$ cat config.mk
export PLATFORM = sky130hd
export DESIGN_NAME = vst_unit
export DESIGN_NICKNAME = d
export VERILOG_FILES = /design/src/inc/vst_pkg.sv /design/src/verilog/vst_decode.sv /design/src/verilog/vst_unit.sv
export SDC_FILE = /design/constraint.sdc
export NUM_CORES = 1
export LEC_CHECK = 0
export BUFFER_PORTS_ARGS = -buffer_cell sky130_fd_sc_hd__buf_4
export CORE_AREA = 2 2 290 292
export CTS_BUF_LIST = sky130_fd_sc_hd__clkbuf_16
export CTS_CLUSTER_SIZE = 28
export DETAILED_ROUTE_END_ITERATION = 12
export DIE_AREA = 0 0 292 294
export PLACE_DENSITY_LB_ADDON = 0.25
export SYNTH_ARGS = -nofsm -noshare
export SYNTH_HDL_FRONTEND = slang
export SYNTH_SLANG_ARGS = --single-unit
export TNS_END_PERCENT = 30
$ cat constraint.sdc
create_clock -name clk -period 3.15 [get_ports clk]
set_input_delay 0.63 -clock clk [delete_from_list [all_inputs] [get_ports clk]]
set_output_delay 0.63 -clock clk [all_outputs]
set_load 0.005 [all_outputs]
$ cat src/inc/vst_pkg.sv
// constants for the viterbi select and traceback datapath
package vst_pkg;
    localparam int WORD_W = 32;
    localparam int HALF_W = 16;
    localparam int STATE_W = 6;
    localparam int REGIDX_W = 4;
    localparam int MEMOP_W = 8;
    localparam logic [15:0] OPC_SEL_HIGH_PL = 16'hE3FF;
    localparam logic [15:0] OPC_SEL_LOW_PL = 16'hE3FE;
    localparam logic [15:0] OPC_SEL_LOW = 16'hE6F6;
    localparam logic [15:0] OPC_SEL_HIGH = 16'hE6F7;
    localparam logic [15:0] OPC_CLEAR = 16'hE529;
    localparam logic [15:0] OPC_TRACE_MEM = 16'hE20C;
    localparam logic [15:0] OPC_TRACE_REG = 16'hE528;
    localparam logic [7:0] MSW_ZERO_BYTE = 8'h00;
    localparam logic [3:0] REG_FIVE = 4'h5;
    localparam logic [3:0] REG_SIX = 4'h6;
    localparam logic [3:0] REG_SEVEN = 4'h7;
    localparam logic [3:0] REG_EIGHT = 4'h8;
    localparam logic [31:0] WORD_RESET = 32'h0000_0000;
    localparam logic [5:0] STATE_SPLIT = 6'h20;
    typedef enum logic [2:0] {
        OP_NONE,
        OP_SELECT,
        OP_CLEAR,
        OP_TRACE_MEM,
        OP_TRACE_REG
    } vst_op_t;
endpackage : vst_pkg

$ cat src/verilog/vst_decode.sv
// instruction word decoder for the select and traceback unit
`timescale 1ns/1ps
`default_nettype none
module vst_decode
    import vst_pkg::*;
(
    input wire logic [15:0] lsw,
    input wire logic [15:0] msw,
    output vst_pkg::vst_op_t op,
    output logic highHalf,
    output logic parLoad,
    output logic [3:0] metricZeroDest,
    output logic [3:0] metricOneDest
);
    always_comb
    begin
        op = OP_NONE;
        highHalf = 1'b0;
        parLoad = 1'b0;
        metricZeroDest = msw[15:12];
        metricOneDest = msw[11:8];
        case (lsw)
            OPC_SEL_HIGH_PL:
            begin
                op = OP_SELECT; // see RQ8
                highHalf = 1'b1;
                parLoad = 1'b1;
            end
            OPC_SEL_LOW_PL:
            begin
                op = OP_SELECT; // see RQ9
                parLoad = 1'b1;
            end
            OPC_SEL_LOW, OPC_SEL_HIGH:
            begin
                metricZeroDest = msw[7:4]; // see RQ10
                metricOneDest = msw[3:0];
                highHalf = (lsw == OPC_SEL_HIGH);
                if (msw[15:8] == MSW_ZERO_BYTE)
                begin
                    op = OP_SELECT;
                end
            end
            OPC_CLEAR: op = OP_CLEAR; // see RQ11
            OPC_TRACE_MEM:
            begin
                if (msw[15:8] == MSW_ZERO_BYTE)
                begin
                    op = OP_TRACE_MEM; // see RQ17
                end
            end
            OPC_TRACE_REG: op = OP_TRACE_REG; // see RQ22
            default: op = OP_NONE;
        endcase
    end
endmodule : vst_decode
`default_nettype wire

$ cat src/verilog/vst_unit.sv
// viterbi select and traceback datapath extension
// Function
// RQ1: each select shifts both decision registers left, then inserts decision at bit 0
// RQ2: pair A: low strictly greater picks low, records 0; else high, records 1
// RQ3: pair B same compare; winner is metric 1, decision into register one
// RQ4: high variants write metrics into upper halves, lower halves kept
// RQ5: low variants write metrics into lower halves, same compare and recording
// RQ6: encoder limits metric-1 destination to six/eight, metric-0 to five/seven
// RQ7: parallel-load variants load a 32-bit memory word into parallel load target
// RQ8: decode high select with parallel load from its first-word pattern
// RQ9: decode low select with parallel load from its first-word pattern
// RQ10: decode plain low select; second word top byte zero, then two nibbles
// RQ11: clear instruction zeroes both decision registers
// RQ12: traceback takes state from bits 5:0, zeroes bits 31:6
// RQ13: state below 32 reads register zero at 31-S, else register one at 63-S
// RQ14: state 0 at bit 31 of register zero down to state 63 in one
// RQ15: memory traceback writes decoded bit at bit 0, bits 31:1 cleared
// RQ16: after traceback the state becomes twice previous plus decoded bit
// RQ17: decode memory traceback; second word top byte zero, operand low byte
// RQ18: software zeroes state register before the first traceback
// RQ19: every select, clear and traceback completes in one cycle
// RQ20: no instruction alters any vector status flag
// RQ21: parallel-load compare uses pre-instruction metrics; load does not disturb results
// RQ22: register traceback writes same bit into result register bit 0
`timescale 1ns/1ps
`default_nettype none
module vst_unit
    import vst_pkg::*;
(
    input wire logic clk,
    input wire logic rstn,
    input wire logic issue,
    input wire logic [15:0] instrLsw,
    input wire logic [15:0] instrMsw,
    input wire logic [vst_pkg::WORD_W-1:0] memReadData,
    input wire logic wrStateReg,
    input wire logic [vst_pkg::WORD_W-1:0] wrStateData,
    input wire logic wrDecisionRegs,
    input wire logic [vst_pkg::WORD_W-1:0] wrDecisionZero,
    input wire logic [vst_pkg::WORD_W-1:0] wrDecisionOne,
    input wire logic wrPathPairs,
    input wire logic [vst_pkg::WORD_W-1:0] wrPathPairA,
    input wire logic [vst_pkg::WORD_W-1:0] wrPathPairB,
    input wire logic wrDestRegs,
    input wire logic [vst_pkg::WORD_W-1:0] wrRegFive,
    input wire logic [vst_pkg::WORD_W-1:0] wrRegSix,
    input wire logic [vst_pkg::WORD_W-1:0] wrRegSeven,
    input wire logic [vst_pkg::WORD_W-1:0] wrRegEight,
    output logic [vst_pkg::WORD_W-1:0] decisionRegZero,
    output logic [vst_pkg::WORD_W-1:0] decisionRegOne,
    output logic [vst_pkg::WORD_W-1:0] tracebackStateReg,
    output logic [vst_pkg::WORD_W-1:0] tracebackResultReg,
    output logic [vst_pkg::WORD_W-1:0] parallelLoadTarget,
    output logic [vst_pkg::WORD_W-1:0] pathPairA,
    output logic [vst_pkg::WORD_W-1:0] pathPairB,
    output logic [vst_pkg::WORD_W-1:0] vectorRegFive,
    output logic [vst_pkg::WORD_W-1:0] vectorRegSix,
    output logic [vst_pkg::WORD_W-1:0] vectorRegSeven,
    output logic [vst_pkg::WORD_W-1:0] vectorRegEight,
    output logic memWrite,
    output logic [vst_pkg::MEMOP_W-1:0] memWriteOperand,
    output logic [vst_pkg::WORD_W-1:0] memWriteData,
    output logic done
);
    import vst_pkg::*;

    // ----------------------------------------
    // decode
    // ----------------------------------------
    vst_op_t op;
    logic highHalf;
    logic parLoad;
    logic [3:0] metricZeroDest;
    logic [3:0] metricOneDest;
    logic doSelect;
    logic doClear;
    logic doTrace;

    vst_decode u_decode (
        .lsw(instrLsw),
        .msw(instrMsw),
        .op(op),
        .highHalf(highHalf),
        .parLoad(parLoad),
        .metricZeroDest(metricZeroDest),
        .metricOneDest(metricOneDest)
    );

    assign doSelect = issue && (op == OP_SELECT);
    assign doClear = issue && (op == OP_CLEAR);
    assign doTrace = issue && ((op == OP_TRACE_MEM) || (op == OP_TRACE_REG));

    // ----------------------------------------
    // add-compare-select
    // ----------------------------------------
    // compare reads the registered pairs, so a parallel load cannot leak in
    function automatic logic pick_high(input logic [WORD_W-1:0] pair);
        pick_high = !(pair[HALF_W-1:0] > pair[WORD_W-1:HALF_W]); // see RQ2
    endfunction : pick_high

    function automatic logic [HALF_W-1:0] winner(input logic [WORD_W-1:0] pair);
        winner = pick_high(pair) ? pair[WORD_W-1:HALF_W] : pair[HALF_W-1:0];
    endfunction : winner

    function automatic logic [WORD_W-1:0] merge_half(
        input logic [WORD_W-1:0] old,
        input logic [HALF_W-1:0] val,
        input logic hi
    );
        merge_half = hi ? {val, old[HALF_W-1:0]} : {old[WORD_W-1:HALF_W], val};
    endfunction : merge_half

    logic decZero;
    logic decOne;
    logic [HALF_W-1:0] metricZero;
    logic [HALF_W-1:0] metricOne;

    assign decZero = pick_high(pathPairA); // see RQ21
    assign decOne = pick_high(pathPairB); // see RQ3
    assign metricZero = winner(pathPairA);
    assign metricOne = winner(pathPairB);

    // ----------------------------------------
    // traceback
    // ----------------------------------------
    logic [STATE_W-1:0] curState;
    logic traceBit;
    logic [STATE_W-1:0] next_state;

    assign curState = tracebackStateReg[STATE_W-1:0]; // see RQ12
    // bit order puts state 0 at the msb, hence the reversed index
    always_comb
    begin
        if (curState < STATE_SPLIT)
        begin
            traceBit = decisionRegZero[5'd31 - curState[4:0]]; // see RQ13 RQ14
        end
        else
        begin
            traceBit = decisionRegOne[5'd31 - curState[4:0]]; // see RQ13 RQ14
        end
    end
    assign next_state = {curState[STATE_W-2:0], traceBit}; // see RQ16

    // ----------------------------------------
    // decision registers
    // ----------------------------------------
    always_ff @(posedge clk or negedge rstn)
    begin
        if (!rstn)
        begin
            decisionRegZero <= WORD_RESET;
            decisionRegOne <= WORD_RESET;
        end
        else if (doClear)
        begin
            decisionRegZero <= WORD_RESET; // see RQ11
            decisionRegOne <= WORD_RESET;
        end
        else if (doSelect)
        begin
            decisionRegZero <= {decisionRegZero[WORD_W-2:0], decZero}; // see RQ1 RQ2
            decisionRegOne <= {decisionRegOne[WORD_W-2:0], decOne}; // see RQ1 RQ3
        end
        else if (wrDecisionRegs)
        begin
            decisionRegZero <= wrDecisionZero;
            decisionRegOne <= wrDecisionOne;
        end
    end

    // ----------------------------------------
    // state metric destinations
    // ----------------------------------------
    // out-of-range destination fields simply write nothing
    always_ff @(posedge clk or negedge rstn)
    begin
        if (!rstn)
        begin
            vectorRegFive <= WORD_RESET;
            vectorRegSix <= WORD_RESET;
            vectorRegSeven <= WORD_RESET;
            vectorRegEight <= WORD_RESET;
        end
        else if (doSelect)
        begin
            if (metricZeroDest == REG_FIVE)
            begin
                vectorRegFive <= merge_half(vectorRegFive, metricZero, highHalf); // see RQ4 RQ5
            end
            if (metricZeroDest == REG_SEVEN)
            begin
                vectorRegSeven <= merge_half(vectorRegSeven, metricZero, highHalf); // see RQ4 RQ5
            end
            if (metricOneDest == REG_SIX)
            begin
                vectorRegSix <= merge_half(vectorRegSix, metricOne, highHalf); // see RQ3 RQ6
            end
            if (metricOneDest == REG_EIGHT)
            begin
                vectorRegEight <= merge_half(vectorRegEight, metricOne, highHalf); // see RQ3 RQ6
            end
        end
        else if (wrDestRegs)
        begin
            vectorRegFive <= wrRegFive;
            vectorRegSix <= wrRegSix;
            vectorRegSeven <= wrRegSeven;
            vectorRegEight <= wrRegEight;
        end
    end

    // ----------------------------------------
    // path pairs and parallel load
    // ----------------------------------------
    always_ff @(posedge clk or negedge rstn)
    begin
        if (!rstn)
        begin
            pathPairA <= WORD_RESET;
            pathPairB <= WORD_RESET;
        end
        else if (wrPathPairs && !doSelect)
        begin
            pathPairA <= wrPathPairA;
            pathPairB <= wrPathPairB;
        end
    end

    always_ff @(posedge clk or negedge rstn)
    begin
        if (!rstn)
        begin
            parallelLoadTarget <= WORD_RESET;
        end
        else if (doSelect && parLoad)
        begin
            parallelLoadTarget <= memReadData; // see RQ7 RQ21
        end
    end

    // ----------------------------------------
    // traceback state and results
    // ----------------------------------------
    always_ff @(posedge clk or negedge rstn)
    begin
        if (!rstn)
        begin
            tracebackStateReg <= WORD_RESET;
        end
        else if (doTrace)
        begin
            tracebackStateReg <= {{(WORD_W-STATE_W){1'b0}}, next_state}; // see RQ12 RQ16
        end
        else if (wrStateReg)
        begin
            tracebackStateReg <= wrStateData;
        end
    end

    always_ff @(posedge clk or negedge rstn)
    begin
        if (!rstn)
        begin
            tracebackResultReg <= WORD_RESET;
        end
        else if (issue && (op == OP_TRACE_REG))
        begin
            tracebackResultReg <= {{(WORD_W-1){1'b0}}, traceBit}; // see RQ22
        end
    end

    always_ff @(posedge clk or negedge rstn)
    begin
        if (!rstn)
        begin
            memWrite <= 1'b0;
            memWriteOperand <= '0;
            memWriteData <= WORD_RESET;
        end
        else
        begin
            memWrite <= issue && (op == OP_TRACE_MEM);
            if (issue && (op == OP_TRACE_MEM))
            begin
                memWriteOperand <= instrMsw[MEMOP_W-1:0]; // see RQ17
                memWriteData <= {{(WORD_W-1){1'b0}}, traceBit}; // see RQ15
            end
        end
    end

    // one-cycle completion; no status flags exist here to disturb
    always_ff @(posedge clk or negedge rstn)
    begin
        if (!rstn)
        begin
            done <= 1'b0;
        end
        else
        begin
            done <= doSelect || doClear || doTrace; // see RQ19 RQ20
        end
    end
endmodule : vst_unit
`default_nettype wire

Word level (Yosys, flattened, before mapping). Cells that the tools add are included.

Bits in registers: 332. Logic and storage cells: 108. Input port bits: 359.

Muxes and demuxes: 36. Order comparisons: 4. Equality and inequality tests: 21. Reduce and logical (&&, ||, !) cells: 27. $add $sub $neg: 1.

Operators by type and width (count): two-way mux 32 bit (22); equality test 16 bit (second input constant) (7); > comparator 16 bit (2); two-way mux 16 bit (2); AND reduction 3 bit (8); one-hot mux 3 bit (5 select lines) (1); equality test 4 x 3 -> 1 bit (second input constant) (3); binary-select mux 1 bit (select 5 bit) (2); logical NOT 8 bit (1); two-way mux 4 bit (2); != test 2 x 1 -> 1 bit (second input constant) (4); logical AND 1 bit (7); equality test 3 x 2 -> 1 bit (second input constant) (2); < comparator 5 x 6 -> 1 bit (second input constant) (1); < comparator 6 bit (second input constant) (1); two-way mux 1 bit (5); subtractor 5 bit (first input constant) (1); equality test 4 bit (second input constant) (1); != test 2 bit (second input constant) (2); nonzero test 2 bit (2); OR reduction 2 bit (2); equality test 3 x 1 -> 1 bit (second input constant) (1); equality test 3 bit (second input constant) (1); logical NOT 1 bit (3); 4 further kinds (6).

Depth between registers and ports, before layout. Gate-level depths: netlist of run 1.

Word-level depth: 7. Mapped depth: 10. Depth with buffers taken out: 8.

Cells and area by module. Synthesis of run 1 repeated with hierarchy kept, for this count alone.

Cells, all modules: 1642. Area total of the unflattened synthesis: 17147.7 um2.

By module, submodules not included: vst_unit (area each 16851.2 um2, cells each 1606, instances 1); vst_decode (area each 296.5 um2, cells each 36, instances 1).

Worst setup path before layout of run 1. OpenSTA, ideal clock, no wires.

Path type: input to register. Start: input instrLsw[3]. End: register vectorRegSeven[22] in the netlist's numbering. Arrival time: 2.816 ns. Path slack: 0.240 ns. Library setup time: 0.094 ns. Cell stages on the path: 8. Data required time: 3.056 ns. Buffers on the path: 2. Path through: or3b_1 -> nor4_4 -> mux2_2 -> buf_4 -> o21ai_1 -> buf_2 -> o22ai_1 -> a211oi_1.

Word-level cells in the longest chain between the ends: 7. Elaborated cells between the ends (all ways): 20.

Ends and longest elaborated chain: start, declared (RTL line vst_unit.sv:33) `input wire logic [15:0] instrLsw,`; equality test 16 bit, on equally long branches (RTL line vst_decode.sv:22, vst_decode.sv:38); OR reduction 2 bit, on equally long branches; one-hot mux 3 bit (5 select lines) (RTL line vst_decode.sv:22) `case (lsw)`; equality test 3 x 1 -> 1 bit (RTL line vst_unit.sv:89) `assign doSelect = issue && (op == OP_SELECT);`; logical AND 1 bit (RTL line vst_unit.sv:89); != test 2 x 1 -> 1 bit (no line), or another cell as far along; AND reduction 3 bit (no line); end signal, assigned (RTL line vst_unit.sv:193) `vectorRegSeven <= merge_half(vectorRegSeven, metricZero, highHalf);`; end signal, assigned (RTL line vst_unit.sv:208) `vectorRegSeven <= wrRegSeven;`; end, declared (RTL line vst_unit.sv:58) `output logic [vst_pkg::WORD_W-1:0] vectorRegSeven,`.

Parallel ways exist; a longest one is shown, timed or not. A chain may end at the register's enable or synchronous reset.

Worst setup path in the final report of run 1.
Start: register pathPairA[13] in the netlist's numbering. End: register vectorRegFive[24] in the netlist's numbering.

Word-level cells in the longest chain between the ends: 5.

Ends and longest elaborated chain: start, declared (RTL line vst_unit.sv:54) `output logic [vst_pkg::WORD_W-1:0] pathPairA,`; start signal, assigned (RTL line vst_unit.sv:225) `pathPairA <= wrPathPairA;`; > comparator 16 bit (RTL line vst_unit.sv:98) `pick_high = !(pair[HALF_W-1:0] > pair[WORD_W-1:HALF_W]);`; two-way mux 16 bit (RTL line vst_unit.sv:102) `winner = pick_high(pair) ? pair[WORD_W-1:HALF_W] : pair[HALF_W-1:0];`; two-way mux 32 bit (RTL line vst_unit.sv:110) `merge_half = hi ? {val, old[HALF_W-1:0]} : {old[WORD_W-1:HALF_W], val};`; two-way mux 32 bit (RTL line vst_unit.sv:187) `if (metricZeroDest == REG_FIVE)`; two-way mux 32 bit (RTL line vst_unit.sv:185) `else if (doSelect)`; end signal, assigned (RTL line vst_unit.sv:189) `vectorRegFive <= merge_half(vectorRegFive, metricZero, highHalf);`; end signal, assigned (RTL line vst_unit.sv:206) `vectorRegFive <= wrRegFive;`; end, declared (RTL line vst_unit.sv:56) `output logic [vst_pkg::WORD_W-1:0] vectorRegFive,`.

Every way passes these cells. The select of a mux whose other input is x is not followed.

==> results.md, run 1 <==
* F_max at 0.357 GHz
* Unrepaired setup endpoints after global routing: false
* Drt via density at 4.76
* Die X at 292 um
* Total congestion overflow at 0
* Unique masters post-synth at 69
* Critical-path top delay cell: dfrtp_1
* Hold crit path type: in2async
* Leak Pwr at 12.0 nW
* CP max FO at 28
* Post-CTS setup buffer count at 0
* Pins over their slew limit at 0
* Sink Count at roughly 330
* Die span in y at 294 um
* Post-route ant nets at 0
* Fin worst setup slack at ~0.35 ns
* Maximum VDD drop at around 0.3 mV
* Register share of total power at 0.403
* Pin count of the biggest net entering global routing at 64
* Die area at 0.0858 mm2
* Worst path max stage delay at 0.41 ns
* Commonest cells after routing, fill and taps aside: buf_4 (820), dfrtp_1 (332), mux2i_1 (108)
* Worst-path clk slew at 0.06 ns
* Final Critical Period at 2.80 ns
* Met2 wire length at 39.4 mm
* Crit path top cell by count: buf_4
* IO Pins at between 700 and 800
* Drt pass-1 iters at 6
* Later-pin clock latency in the skew report at 0.57 ns
* WL met1 at 33.2 mm
* Final Power at around 12 mW
* Synth Flop Type: dfrtp_1
* Commonest non-fill, non-tap cell in the layout: buf_4
* CTS Buf Count at 42
* Worst slew margin at 0.347
* Synth Register Bits at between 300 and 400
* CTS tree: built
* Core ar. at ~0.083 mm2
* Startpoint type of the worst setup path: flop
* H-tree Lvls at 2
* Clock power frac at 0.376
* CP cell instances: ha_1 -> nand4_1 -> nor4_1 -> buf_4 -> a21boi_1 -> o31a_2 -> buf_4 -> buf_4 -> nor3_1 -> a211oi_1
* Worst-Margin Slew at 0.980 ns
* Max Used Layer: met5
* Post-Route Setup TNS at 0 ns
* Final Net Count at 2658
* Vias in the first global route at approximately 17000
* IO Port Bufs at 690
* Site Rows at 106
* Initial antenna violation count at 17
* WL per Instance at roughly 24 um
* Share of cells above drive strength 1 at 0.431
* Post-CTS resize count at 0
* Met3 WL post-DR at 6.11 mm
* Gate power share at 0.221
* # DRC at 0
* Status: finished, final reports clean
* Synth async-reset ratio at 1.00
* Int Power at 8.63 mW
* Clock root buffer: clkbuf_16
* Pwr dens at 472 mW/mm2
* Area grow syn2layout at 51.2%
* Seq/Total Area, Yosys at 0.483
* Kind of end point of the critical path: flop
* Kind of critical path: reg2reg
* Synthesized area at 0.0172 mm2
* Final hold vios at 0
* Data required, critical path at 3.63 ns
* GP Congestion at between 0.8 and 0.9
* Number of synthesized flops with an enable pin at 0
* Clock Path Buffers at 3
* Switching power at 3.64 mW
* Maximum Capacitance Violations at 0
* Iter 0 DRT Violations at about 850
* Total global-route track usage at 0.182
* Reg2Reg Depth at 10
* Fillers at between 8000 and 9000
* First-pass GRT wire length at 117 mm
* Pre-CTS setup slack at -0.0859 ns
* Starting Density at 0.207
* Worst clock skew at 0.0290 ns
* Sw Ratio at 0.296
* Hpwl dp at 63.8 mm
* Final setup viols at 0
* CP Data Arrival Time at around 3.3 ns
* WL final at between 80 and 90 mm
* Routed vias at 16104
* Avg Inst Size Synth at between 10 and 15 um2
* Period utilisation layout at 0.889
* Hold buffers post-CTS at 0
* Ys Warns at 0
* Gate Count Post-Synth at between 1000 and 1500
-- path summary, 6_finish.rpt --
path / from / endpoint / slack, ns
worst max-delay path: pathPairA[13] / vectorRegFive[24] / 0.35
worst min-delay path: rstn / tracebackStateReg[31] / 0.05
worst max register to register: pathPairA[13] / vectorRegFive[24] / 0.35
worst min register to register: tracebackResultReg[0] / tracebackResultReg[0] / 0.49
max in group asynchronous: rstn / pathPairB[26] / 2.12
min in group clk: wrPathPairA[31] / pathPairA[31] / 0.26
-- routing by layer --
metal,track usage,up-vias
met5,0,-
met4,0.0601,6
met3,0.0460,129
met2,0.303,691
met1,0.230,8116
li1,-,7162
-- flip-flops by register name (all words and copies together) (netlist names) --
register and cells:
vectorRegFive 32, memWrite 1, parallelLoadTarget 32, tracebackStateReg 32, memWriteData 1, decisionRegZero 32
vectorRegSeven 32, tracebackResultReg 1, decisionRegOne 32, pathPairA 32, vectorRegSix 32, done 1
memWriteOperand 8, vectorRegEight 32, pathPairB 32
-- cells by family (layout without fill, tap and decap cells) --
logic type,count (synthesis),after routing,synth area share
flops,332,332,0.483
fa+ha+maj,32,32,0.0233
buf+inv,244,995,0.0725
other cells,1,70,0.000218
compound gates,384,384,0.182
simple gates,267,267,0.0926
mux,226,226,0.146
-- cells in the mapped netlist, drive strengths merged (3+ instances only) --
| cell type | number | area, um2 |
|---|---|---|
| inv | 67 | 251 |
| nand3 | 9 | 45.0 |
| nand4b | 5 | 58.8 |
| nor4 | 8 | 71.3 |
| o21ai | 20 | 149 |
| nor2 | 39 | 146 |
| nor4b | 3 | 26.3 |
| or2 | 7 | 43.8 |
| buf | 115 | 761 |
| and2 | 3 | 18.8 |
| dfrtp | 332 | 8310 |
| nor3b | 4 | 51.3 |
| mux2i | 111 | 1110 |
| a211oi | 68 | 510 |
| or4 | 65 | 488 |
| mux4 | 10 | 225 |
| o211a | 64 | 641 |
| nor3 | 69 | 350 |
| a21o | 4 | 30.0 |
| ha | 32 | 400 |
| clkbuf | 62 | 234 |
| nor2b | 7 | 43.8 |
| o22a | 65 | 569 |
| mux2 | 105 | 1180 |
| o22ai | 65 | 407 |
| o31ai | 3 | 22.5 |
| o2bb2ai | 62 | 543 |
| nand3b | 3 | 22.5 |
| nand2 | 30 | 113 |
| nand4 | 8 | 50.1 |
| a21oi | 14 | 70.1 |
-- power groups by stage --
stage               registers, mW  logic [mW]  clock network (mW)
floorplan                    4.98       0.986                   0
global placement             5.01        2.70                   0
detailed placement           5.01        2.73                   0
CTS                          4.94        2.74                4.76
global route                 4.98        2.93                4.93
finish                       4.94        2.71                4.61
-- metrics by stage --
step | cells | hold slack [ns] | utilization | cell area, um2
global route | 3385 | 0.0676 | 0.314 | 26000
detailed placement | 3301 | 0.476 | 0.298 | 24700
CTS | 3376 | 0.0565 | 0.313 | 26000
floorplan | 1547 | 0.334 | - | 17400
global placement | 3301 | 0.466 | 0.298 | 24700
finish | 3386 | 0.0547 | 0.314 | 26000
-- area by class of cell --
class,instances,area (um2),area share
inverters,67,251,0.00967
clock inverters,32,210,0.00809
clock buffers,43,1080,0.0414
flip-flops and latches,332,8310,0.320
multi-input cells,971,7970,0.306
repair buffers,853,6810,0.262
diodes,8,20.0,0.000770
well taps,1080,1350,0.0520
-- worst max-delay path, delay by kind of cell (launching register included) --
family,cells,cell delay [ns]
AO/OA/AOI/OAI,3,0.60
adder cells (fa/ha/maj),1,0.31
buffers and inverters,3,0.76
flip-flops,1,0.41
AND/OR/NAND/NOR,3,0.60
Note: power is estimated with default switching activity, not from simulation.
==> inputs of run 2 (changes only) <==
--- a/config.mk
+++ b/config.mk
@@ -11,6 +11,7 @@
 export CTS_CLUSTER_SIZE = 28
 export DETAILED_ROUTE_END_ITERATION = 12
 export DIE_AREA = 0 0 292 294
+export HOLD_SLACK_MARGIN = 0.08
 export PLACE_DENSITY_LB_ADDON = 0.25
 export SYNTH_ARGS = -nofsm -noshare
 export SYNTH_HDL_FRONTEND = slang
==> run 2 against run 1 <==
  * Total power about the same
  * Core utilization barely moved
  * Clock-buffer cell count did not move
  * Sequential share of layout area about the same
  * Fmax down 0.43%
  * Register-to-register slack barely moved
  * Worst hold slack improved by 0.20 ns
  * Flip-flop and latch count unchanged
==> results.md, run 2 (synthesis results as in run 1) <==
* CTS tree: built
* Final instance area at 0.0260 mm2 (about the same)
* Maximum VDD drop at 0.301 mV (+0.42%)
* Clock Path Buffers at 3 (unchanged)
* Pins over their slew limit at 0 (unchanged)
* Final hold vios at 0 (unchanged)
* Die area at 0.0858 mm2 (unchanged)
* Worst path max stage delay at 0.42 ns (about the same)
* Die span in y at 294 um (unchanged)
* F_max at 0.356 GHz (-0.43%)
* Die X at 292 um (unchanged)
* Worst-path clk slew at 0.06 ns (about the same)
* Site Rows at 106 (unchanged)
* Leak Pwr at 12.0 nW (about the same)
* Later-pin clock latency in the skew report at 0.57 ns (about the same)
* IO Port Bufs at 690 (unchanged)
* Fillers at 8561 (+0.012%)
* Period utilisation layout at 0.893 (+0.00386)
* WL final at 81.2 mm (+0.14%)
* Commonest cells after routing, fill and taps aside: buf_4 (820), dfrtp_1 (332), mux2i_1 (108)
* H-tree Lvls at 2 (unchanged)
* Iter 0 DRT Violations at 906 (+6.8%)
* GP Congestion at 0.872 (unchanged)
* Pwr dens at 472 mW/mm2 (about the same)
* Starting Density at 0.207 (unchanged)
* Startpoint type of the worst setup path: flop
* Hold crit path type: in2reg
* Post-route ant nets at 0 (unchanged)
* Worst slew margin at 0.352 (+0.00487)
* CTS Buf Count at 42 (unchanged)
* Worst clock skew at 0.0309 ns (+0.00186 ns)
* Unrepaired setup endpoints after global routing: false
* Area grow syn2layout at 51.2% (about the same)
* Placed Area at 0.0247 mm2 (unchanged)
* Kind of end point of the critical path: flop
* Drt via density at 4.75 (-0.16%)
* Core ar. at 0.0829 mm2 (unchanged)
* CP cell instances: ha_1 -> nand4_1 -> nor4_1 -> buf_4 -> a21boi_1 -> o31a_2 -> buf_4 -> buf_4 -> nor3_1 -> a211oi_1
* Kind of critical path: reg2reg
* Crit path top cell by count: buf_4
* Post-CTS resize count at 0 (unchanged)
* First-pass GRT wire length at 117 mm (unchanged)
* Pre-CTS setup slack at -0.0859 ns (unchanged)
* Vias in the first global route at 16907 (unchanged)
* Share of cells above drive strength 1 at 0.431 (about the same)
* CP Data Arrival Time at 3.29 ns (about the same)
* Hpwl dp at 63.8 mm (unchanged)
* Total global-route track usage at 0.182 (unchanged)
* Initial antenna violation count at 17 (unchanged)
* Commonest non-fill, non-tap cell in the layout: buf_4
* Fin worst setup slack at 0.337 ns (-0.0121 ns)
* Final Critical Period at 2.81 ns (+0.0121 ns)
* WL per Instance at 24.0 um (about the same)
* Drt pass-1 iters at 5 (-1)
* Pin count of the biggest net entering global routing at 64 (unchanged)
* Status: finished, final reports clean
* Routed vias at 16088 (-0.099%)
* Final Net Count at 2659 (+0.038%)
* Total congestion overflow at 0 (unchanged)
* Clock root buffer: clkbuf_16
* Critical-path top delay cell: dfrtp_1
* Final setup viols at 0 (unchanged)
* CP max FO at 28 (unchanged)
* Data required, critical path at 3.63 ns (about the same)
* WHS at 0.257 ns (+0.202 ns)
* Worst-Margin Slew at 0.973 ns (-0.00730 ns)
* # DRC at 0 (unchanged)
* IO Pins at 753 (unchanged)
* Maximum Capacitance Violations at 0 (unchanged)
* Sink Count at 332 (unchanged)
[run 2: cell count changes in the layout (fill, tap and decap cells not counted), sizes merged]
cell	change
dlygate4sd3	+1
diode	+1
[run 2: stage by stage]
step	util	power, mW	std cells	setup TNS (ns)
after floorplan	-	5.97	1547	0
after global routing	0.314	12.8	3386	0
final	0.314	12.3	3388	0
after global placement	0.298	7.71	3301	-0.306
after detailed placement	0.298	7.74	3301	-3.01
after CTS	0.313	12.4	3377	0
[run 2: routing by layer]
| metal | vias up | GRT usage | wire length [um] |
|---|---|---|---|
| met3 | 125 | 0.0460 | 6330 |
| met4 | 6 | 0.0601 | 2320 |
| met2 | 710 | 0.303 | 39500 |
| met5 | - | 0 | 40 |
| li1 | 7155 | - | - |
| met1 | 8092 | 0.230 | 33000 |
[run 2: power by group]
group	internal, mW	leakage (nW)	switching (mW)	total, mW
Sequential	4.61	3.97	0.335	4.94
Combinational	1.39	7.33	1.32	2.71
Clock	2.63	0.674	1.98	4.61
Total	8.63	12.0	3.64	12.3
[run 2: critical path, delay by kind of cell, from the launching register on]
family                   cells  cell delay (ns)
AND/OR/NAND/NOR              3             0.60
AO/OA/AOI/OAI                3             0.61
adder cells (fa/ha/maj)      1             0.32
buffers and inverters        3             0.75
flip-flops                   1             0.42
[run 2: cell type report]
class                           count  area [um2]  area share
Sequential cell                   332        8310       0.319
Multi-Input combinational cell    971        7970       0.306
Timing Repair Buffer              854        6820       0.262
Tap cell                         1080        1350      0.0520
Clock buffer                       43        1080      0.0414
Inverter                           67         251     0.00967
Clock inverter                     32         210     0.00808
Antenna cell                        9        22.5    0.000866
[run 2: path summary, 6_finish.rpt]
kind                       cells after the start  slack [ns]                     to                  start
setup / recovery                              10        0.34      vectorRegFive[24]          pathPairA[13]
hold / removal                                 2        0.26          pathPairA[31]        wrPathPairA[31]
setup reg to reg                              10        0.34      vectorRegFive[24]          pathPairA[13]
hold reg to reg                                2        0.49  tracebackResultReg[0]  tracebackResultReg[0]
max in group asynchronous                      4        1.53          pathPairB[26]                   rstn
min in group asynchronous                      2        0.65  tracebackStateReg[31]                   rstn
[run 2: timing repair]
| action | 4_1_cts | 5_1_grt |
|---|---|---|
| setup buffers | 0 | 2 |
| hold buffers | 1 | 0 |
| setup endpoints to repair | 0 | 2 |
| endpoints found under the hold margin | 43 | 0 |
==> inputs of run 3 (changes only) <==
--- a/config.mk
+++ b/config.mk
@@ -6,11 +6,11 @@
 export NUM_CORES = 1
 export LEC_CHECK = 0
 export BUFFER_PORTS_ARGS = -buffer_cell sky130_fd_sc_hd__buf_4
-export CORE_AREA = 2 2 290 292
+export CORE_AREA = 2 2 295 297
 export CTS_BUF_LIST = sky130_fd_sc_hd__clkbuf_16
 export CTS_CLUSTER_SIZE = 28
 export DETAILED_ROUTE_END_ITERATION = 12
-export DIE_AREA = 0 0 292 294
+export DIE_AREA = 0 0 297 299
 export HOLD_SLACK_MARGIN = 0.08
 export PLACE_DENSITY_LB_ADDON = 0.25
 export SYNTH_ARGS = -nofsm -noshare
==> constraint.sdc (replaced) <==
create_clock -name clk -period 3.6 [get_ports clk]
set_input_delay 0.72 -clock clk [delete_from_list [all_inputs] [get_ports clk]]
set_output_delay 0.72 -clock clk [all_outputs]
set_load 0.005 [all_outputs]
==> run 3 against run 2 <==
  * Clock-buffer cell count grew 2
  * Final cell count increased by 0.50%
  * Fmax fell by 8.2%
  * Non-clock buffer count decreased by 59
  * Total power decreased by 12%
  * Critical endpoint is now vectorRegSeven[26]
  * Register-to-register slack improved by 0.20 ns
  * Combinational power is 17% lower
  * Highest routed layer unchanged
  * Critical path type unchanged
  * Clock power shrank 11%
  * Worst hold slack got worse by 0.11 ns
  * Die area increased by 3.4%
==> results.md, run 3 (synthesis results as in run 1) <==
* Status: finished, final reports clean
* Final setup viols at 0 (unchanged)
* Maximum VDD drop at 0.237 mV (-21%)
* Hold crit path type: in2async
* Total congestion overflow at 0 (unchanged)
* Kind of critical path: reg2reg
* Leak Pwr at 11.6 nW (-3.0%)
* WP buf/inv at 4 (+1)
* Worst-path clk slew at 0.06 ns (about the same)
* Clock power frac at 0.383 (+0.007)
* Vias in the first global route at 16645 (-1.5%)
* Site Rows at 108 (+1.9%)
* GP Congestion at 0.881 (+1.0%)
* Final hold vios at 0 (unchanged)
* Sink Count at 332 (unchanged)
* Maximum Capacitance Violations at 0 (unchanged)
* Register share of total power at 0.409 (+0.006)
* Footprint of the multi-input gates at 0.00798 mm2 (+0.19%)
* Unrepaired setup endpoints after global routing: false
* Placed Area at 0.0241 mm2 (-2.2%)
* F_max at 0.326 GHz (-8.2%)
* WL per Instance at 24.0 um (+0.10%)
* Die X at 297 um (+1.7%)
* CP max FO at 20 (-29%)
* Commonest cells after routing, fill and taps aside: buf_4 (780), dfrtp_1 (332), mux2i_1 (108)
* Int Power at 7.52 mW (-13%)
* Drt pass-1 iters at 5 (unchanged)
* Pins over their slew limit at 0 (unchanged)
* R2r setup slk at 0.54 ns (+0.20 ns)
* Switching power at 3.25 mW (-11%)
* Share of cells above drive strength 1 at 0.419 (-0.0117)
* Post-route ant nets at 0 (unchanged)
* Final instance area at 0.0255 mm2 (-2.1%)
* Die area at 0.0888 mm2 (+3.4%)
* Fillers at 9025 (+5.4%)
* Routed vias at 15707 (-2.4%)
* Total global-route track usage at 0.176 (-0.00626)
* CTS tree: built
* Clock root buffer: clkbuf_16
* Starting Density at 0.200 (-0.00736)
* Pwr dens at 423 mW/mm2 (-10%)
* Pin count of the biggest net entering global routing at 87 (+36%)
* Worst clock skew at 0.0158 ns (-0.0151 ns)
* Iter 0 DRT Violations at 881 (-2.8%)
* Later-pin clock latency in the skew report at 0.57 ns (about the same)
* Startpoint type of the worst setup path: flop
* Hpwl dp at 63.2 mm (-0.92%)
* Sw Ratio at 0.302 (+0.00513)
* Reg2Reg Depth at 11 (+1)
* Register area at 0.00831 mm2 (unchanged)
* Kind of cell adding the most delay to the critical path: buffers and inverters
* Data required, critical path at 4.04 ns (+0.41 ns)
* IO Port Bufs at 690 (unchanged)
* Hold buffers post-CTS at 0 (-1)
* Initial antenna violation count at 11 (-6)
* Worst R2R Start: pathPairA[26]
* First-pass GRT wire length at 117 mm (-0.29%)
* Die span in y at 299 um (+1.7%)
* Critical-path top delay cell: dfrtp_1
* H-tree Lvls at 2 (unchanged)
* Worst slew margin at 0.224 (-0.127)
* Final core utilization at 0.296 (-0.0174)
* # DRC at 0 (unchanged)
* CP Data Arrival Time at 3.51 ns (+0.22 ns)
* Post-CTS resize count at 0 (unchanged)
* WL final at 81.7 mm (+0.60%)
* Crit path top cell by count: buf_4
* Final instance count without filler cells at 3405 (+0.50%)
* CTS Buf Count at 44 (+4.8%)
* Final Critical Period at 3.06 ns (+0.252 ns)
* Kind of end point of the critical path: flop
* Gate power share at 0.208 (-0.013)
* Placed cells at 3320 (+0.58%)
* Area grow syn2layout at 48.1%
* Post-CTS setup buffer count at 0 (unchanged)
* Drt via density at 4.61 (-2.9%)
* Final Power at 10.8 mW (-12%)
* Worst-Margin Slew at 1.16 ns (+0.191 ns)
* Post-Route Setup TNS at 0 ns (unchanged)
* Core ar. at 0.0859 mm2 (+3.7%)
* Commonest non-fill, non-tap cell in the layout: buf_4
* Worst path max stage delay at 0.59 ns (+0.17 ns)
* CP cell instances: inv_1 -> ha_1 -> nand4_1 -> nor4_1 -> buf_4 -> a21boi_1 -> o31a_2 -> buf_4 -> nor3b_2 -> buf_4 -> a211oi_1
* R2R Path End: vectorRegSeven[26]
* Period utilisation layout at 0.851 (-0.0416)
* IO Pins at 753 (unchanged)
* Final Net Count at 2602 (-2.1%)
* Clock Path Buffers at 3 (unchanged)
run 3: per-layer routing:
layer | GRT usage | vias up | wire (um)
li1 | - | 7028 | -
met1 | 0.220 | 7872 | 34100
met2 | 0.294 | 658 | 39500
met3 | 0.0490 | 137 | 5780
met4 | 0.0540 | 12 | 2260
met5 | 0 | - | 81
run 3: worst register-to-register path, cell delays in order (launching register included):
cell	delay [ns]
dfrtp_1	0.59
inv_1	0.10
ha_1	0.31
nand4_1	0.13
nor4_1	0.33
buf_4	0.17
a21boi_1	0.15
o31a_2	0.32
buf_4	0.29
nor3b_2	0.25
buf_4	0.21
a211oi_1	0.09
run 3: through the flow:
step | setup slack, ns | hold WS (ns)
2_1_floorplan | 0.600 | 0.424
3_3_place_gp | -0.125 | 0.469
3_5_place_dp | 0.000401 | 0.474
4_1_cts | 0.496 | 0.181
5_1_grt | 0.252 | 0.180
6_report | 0.535 | 0.152
run 3: worst max-delay path by stage:
stage	from	endpoint	slack, ns	cells after the start
finish	pathPairA[26]	vectorRegSeven[26]	0.54	11
floorplan	instrLsw[3]	vectorRegSeven[22]	0.60	8
global placement	instrMsw[10]	vectorRegEight[0]	-0.13	6
global route	pathPairA[26]	vectorRegSeven[25]	0.25	11
CTS	pathPairA[26]	vectorRegSeven[26]	0.50	11
detailed placement	instrLsw[3]	vectorRegSeven[16]	0.0004	8
run 3: power groups by stage:
stage / clock, mW / combinational [mW] / sequential, mW
global placement: 0 / 2.23 / 4.46
CTS: 4.25 / 2.26 / 4.41
global route: 4.39 / 2.42 / 4.44
finish: 4.12 / 2.24 / 4.41
floorplan: 0 / 0.862 / 4.36
detailed placement: 0 / 2.25 / 4.47
run 3: layout make-up:
| class | count | area share |
|---|---|---|
| inverters | 67 | 0.00987 |
| diodes | 6 | 0.000590 |
| well taps | 1155 | 0.0567 |
| repair buffers | 795 | 0.242 |
| flip-flops and latches | 332 | 0.326 |
| multi-input cells | 971 | 0.313 |
| clock buffers | 45 | 0.0442 |
| clock inverters | 34 | 0.00747 |
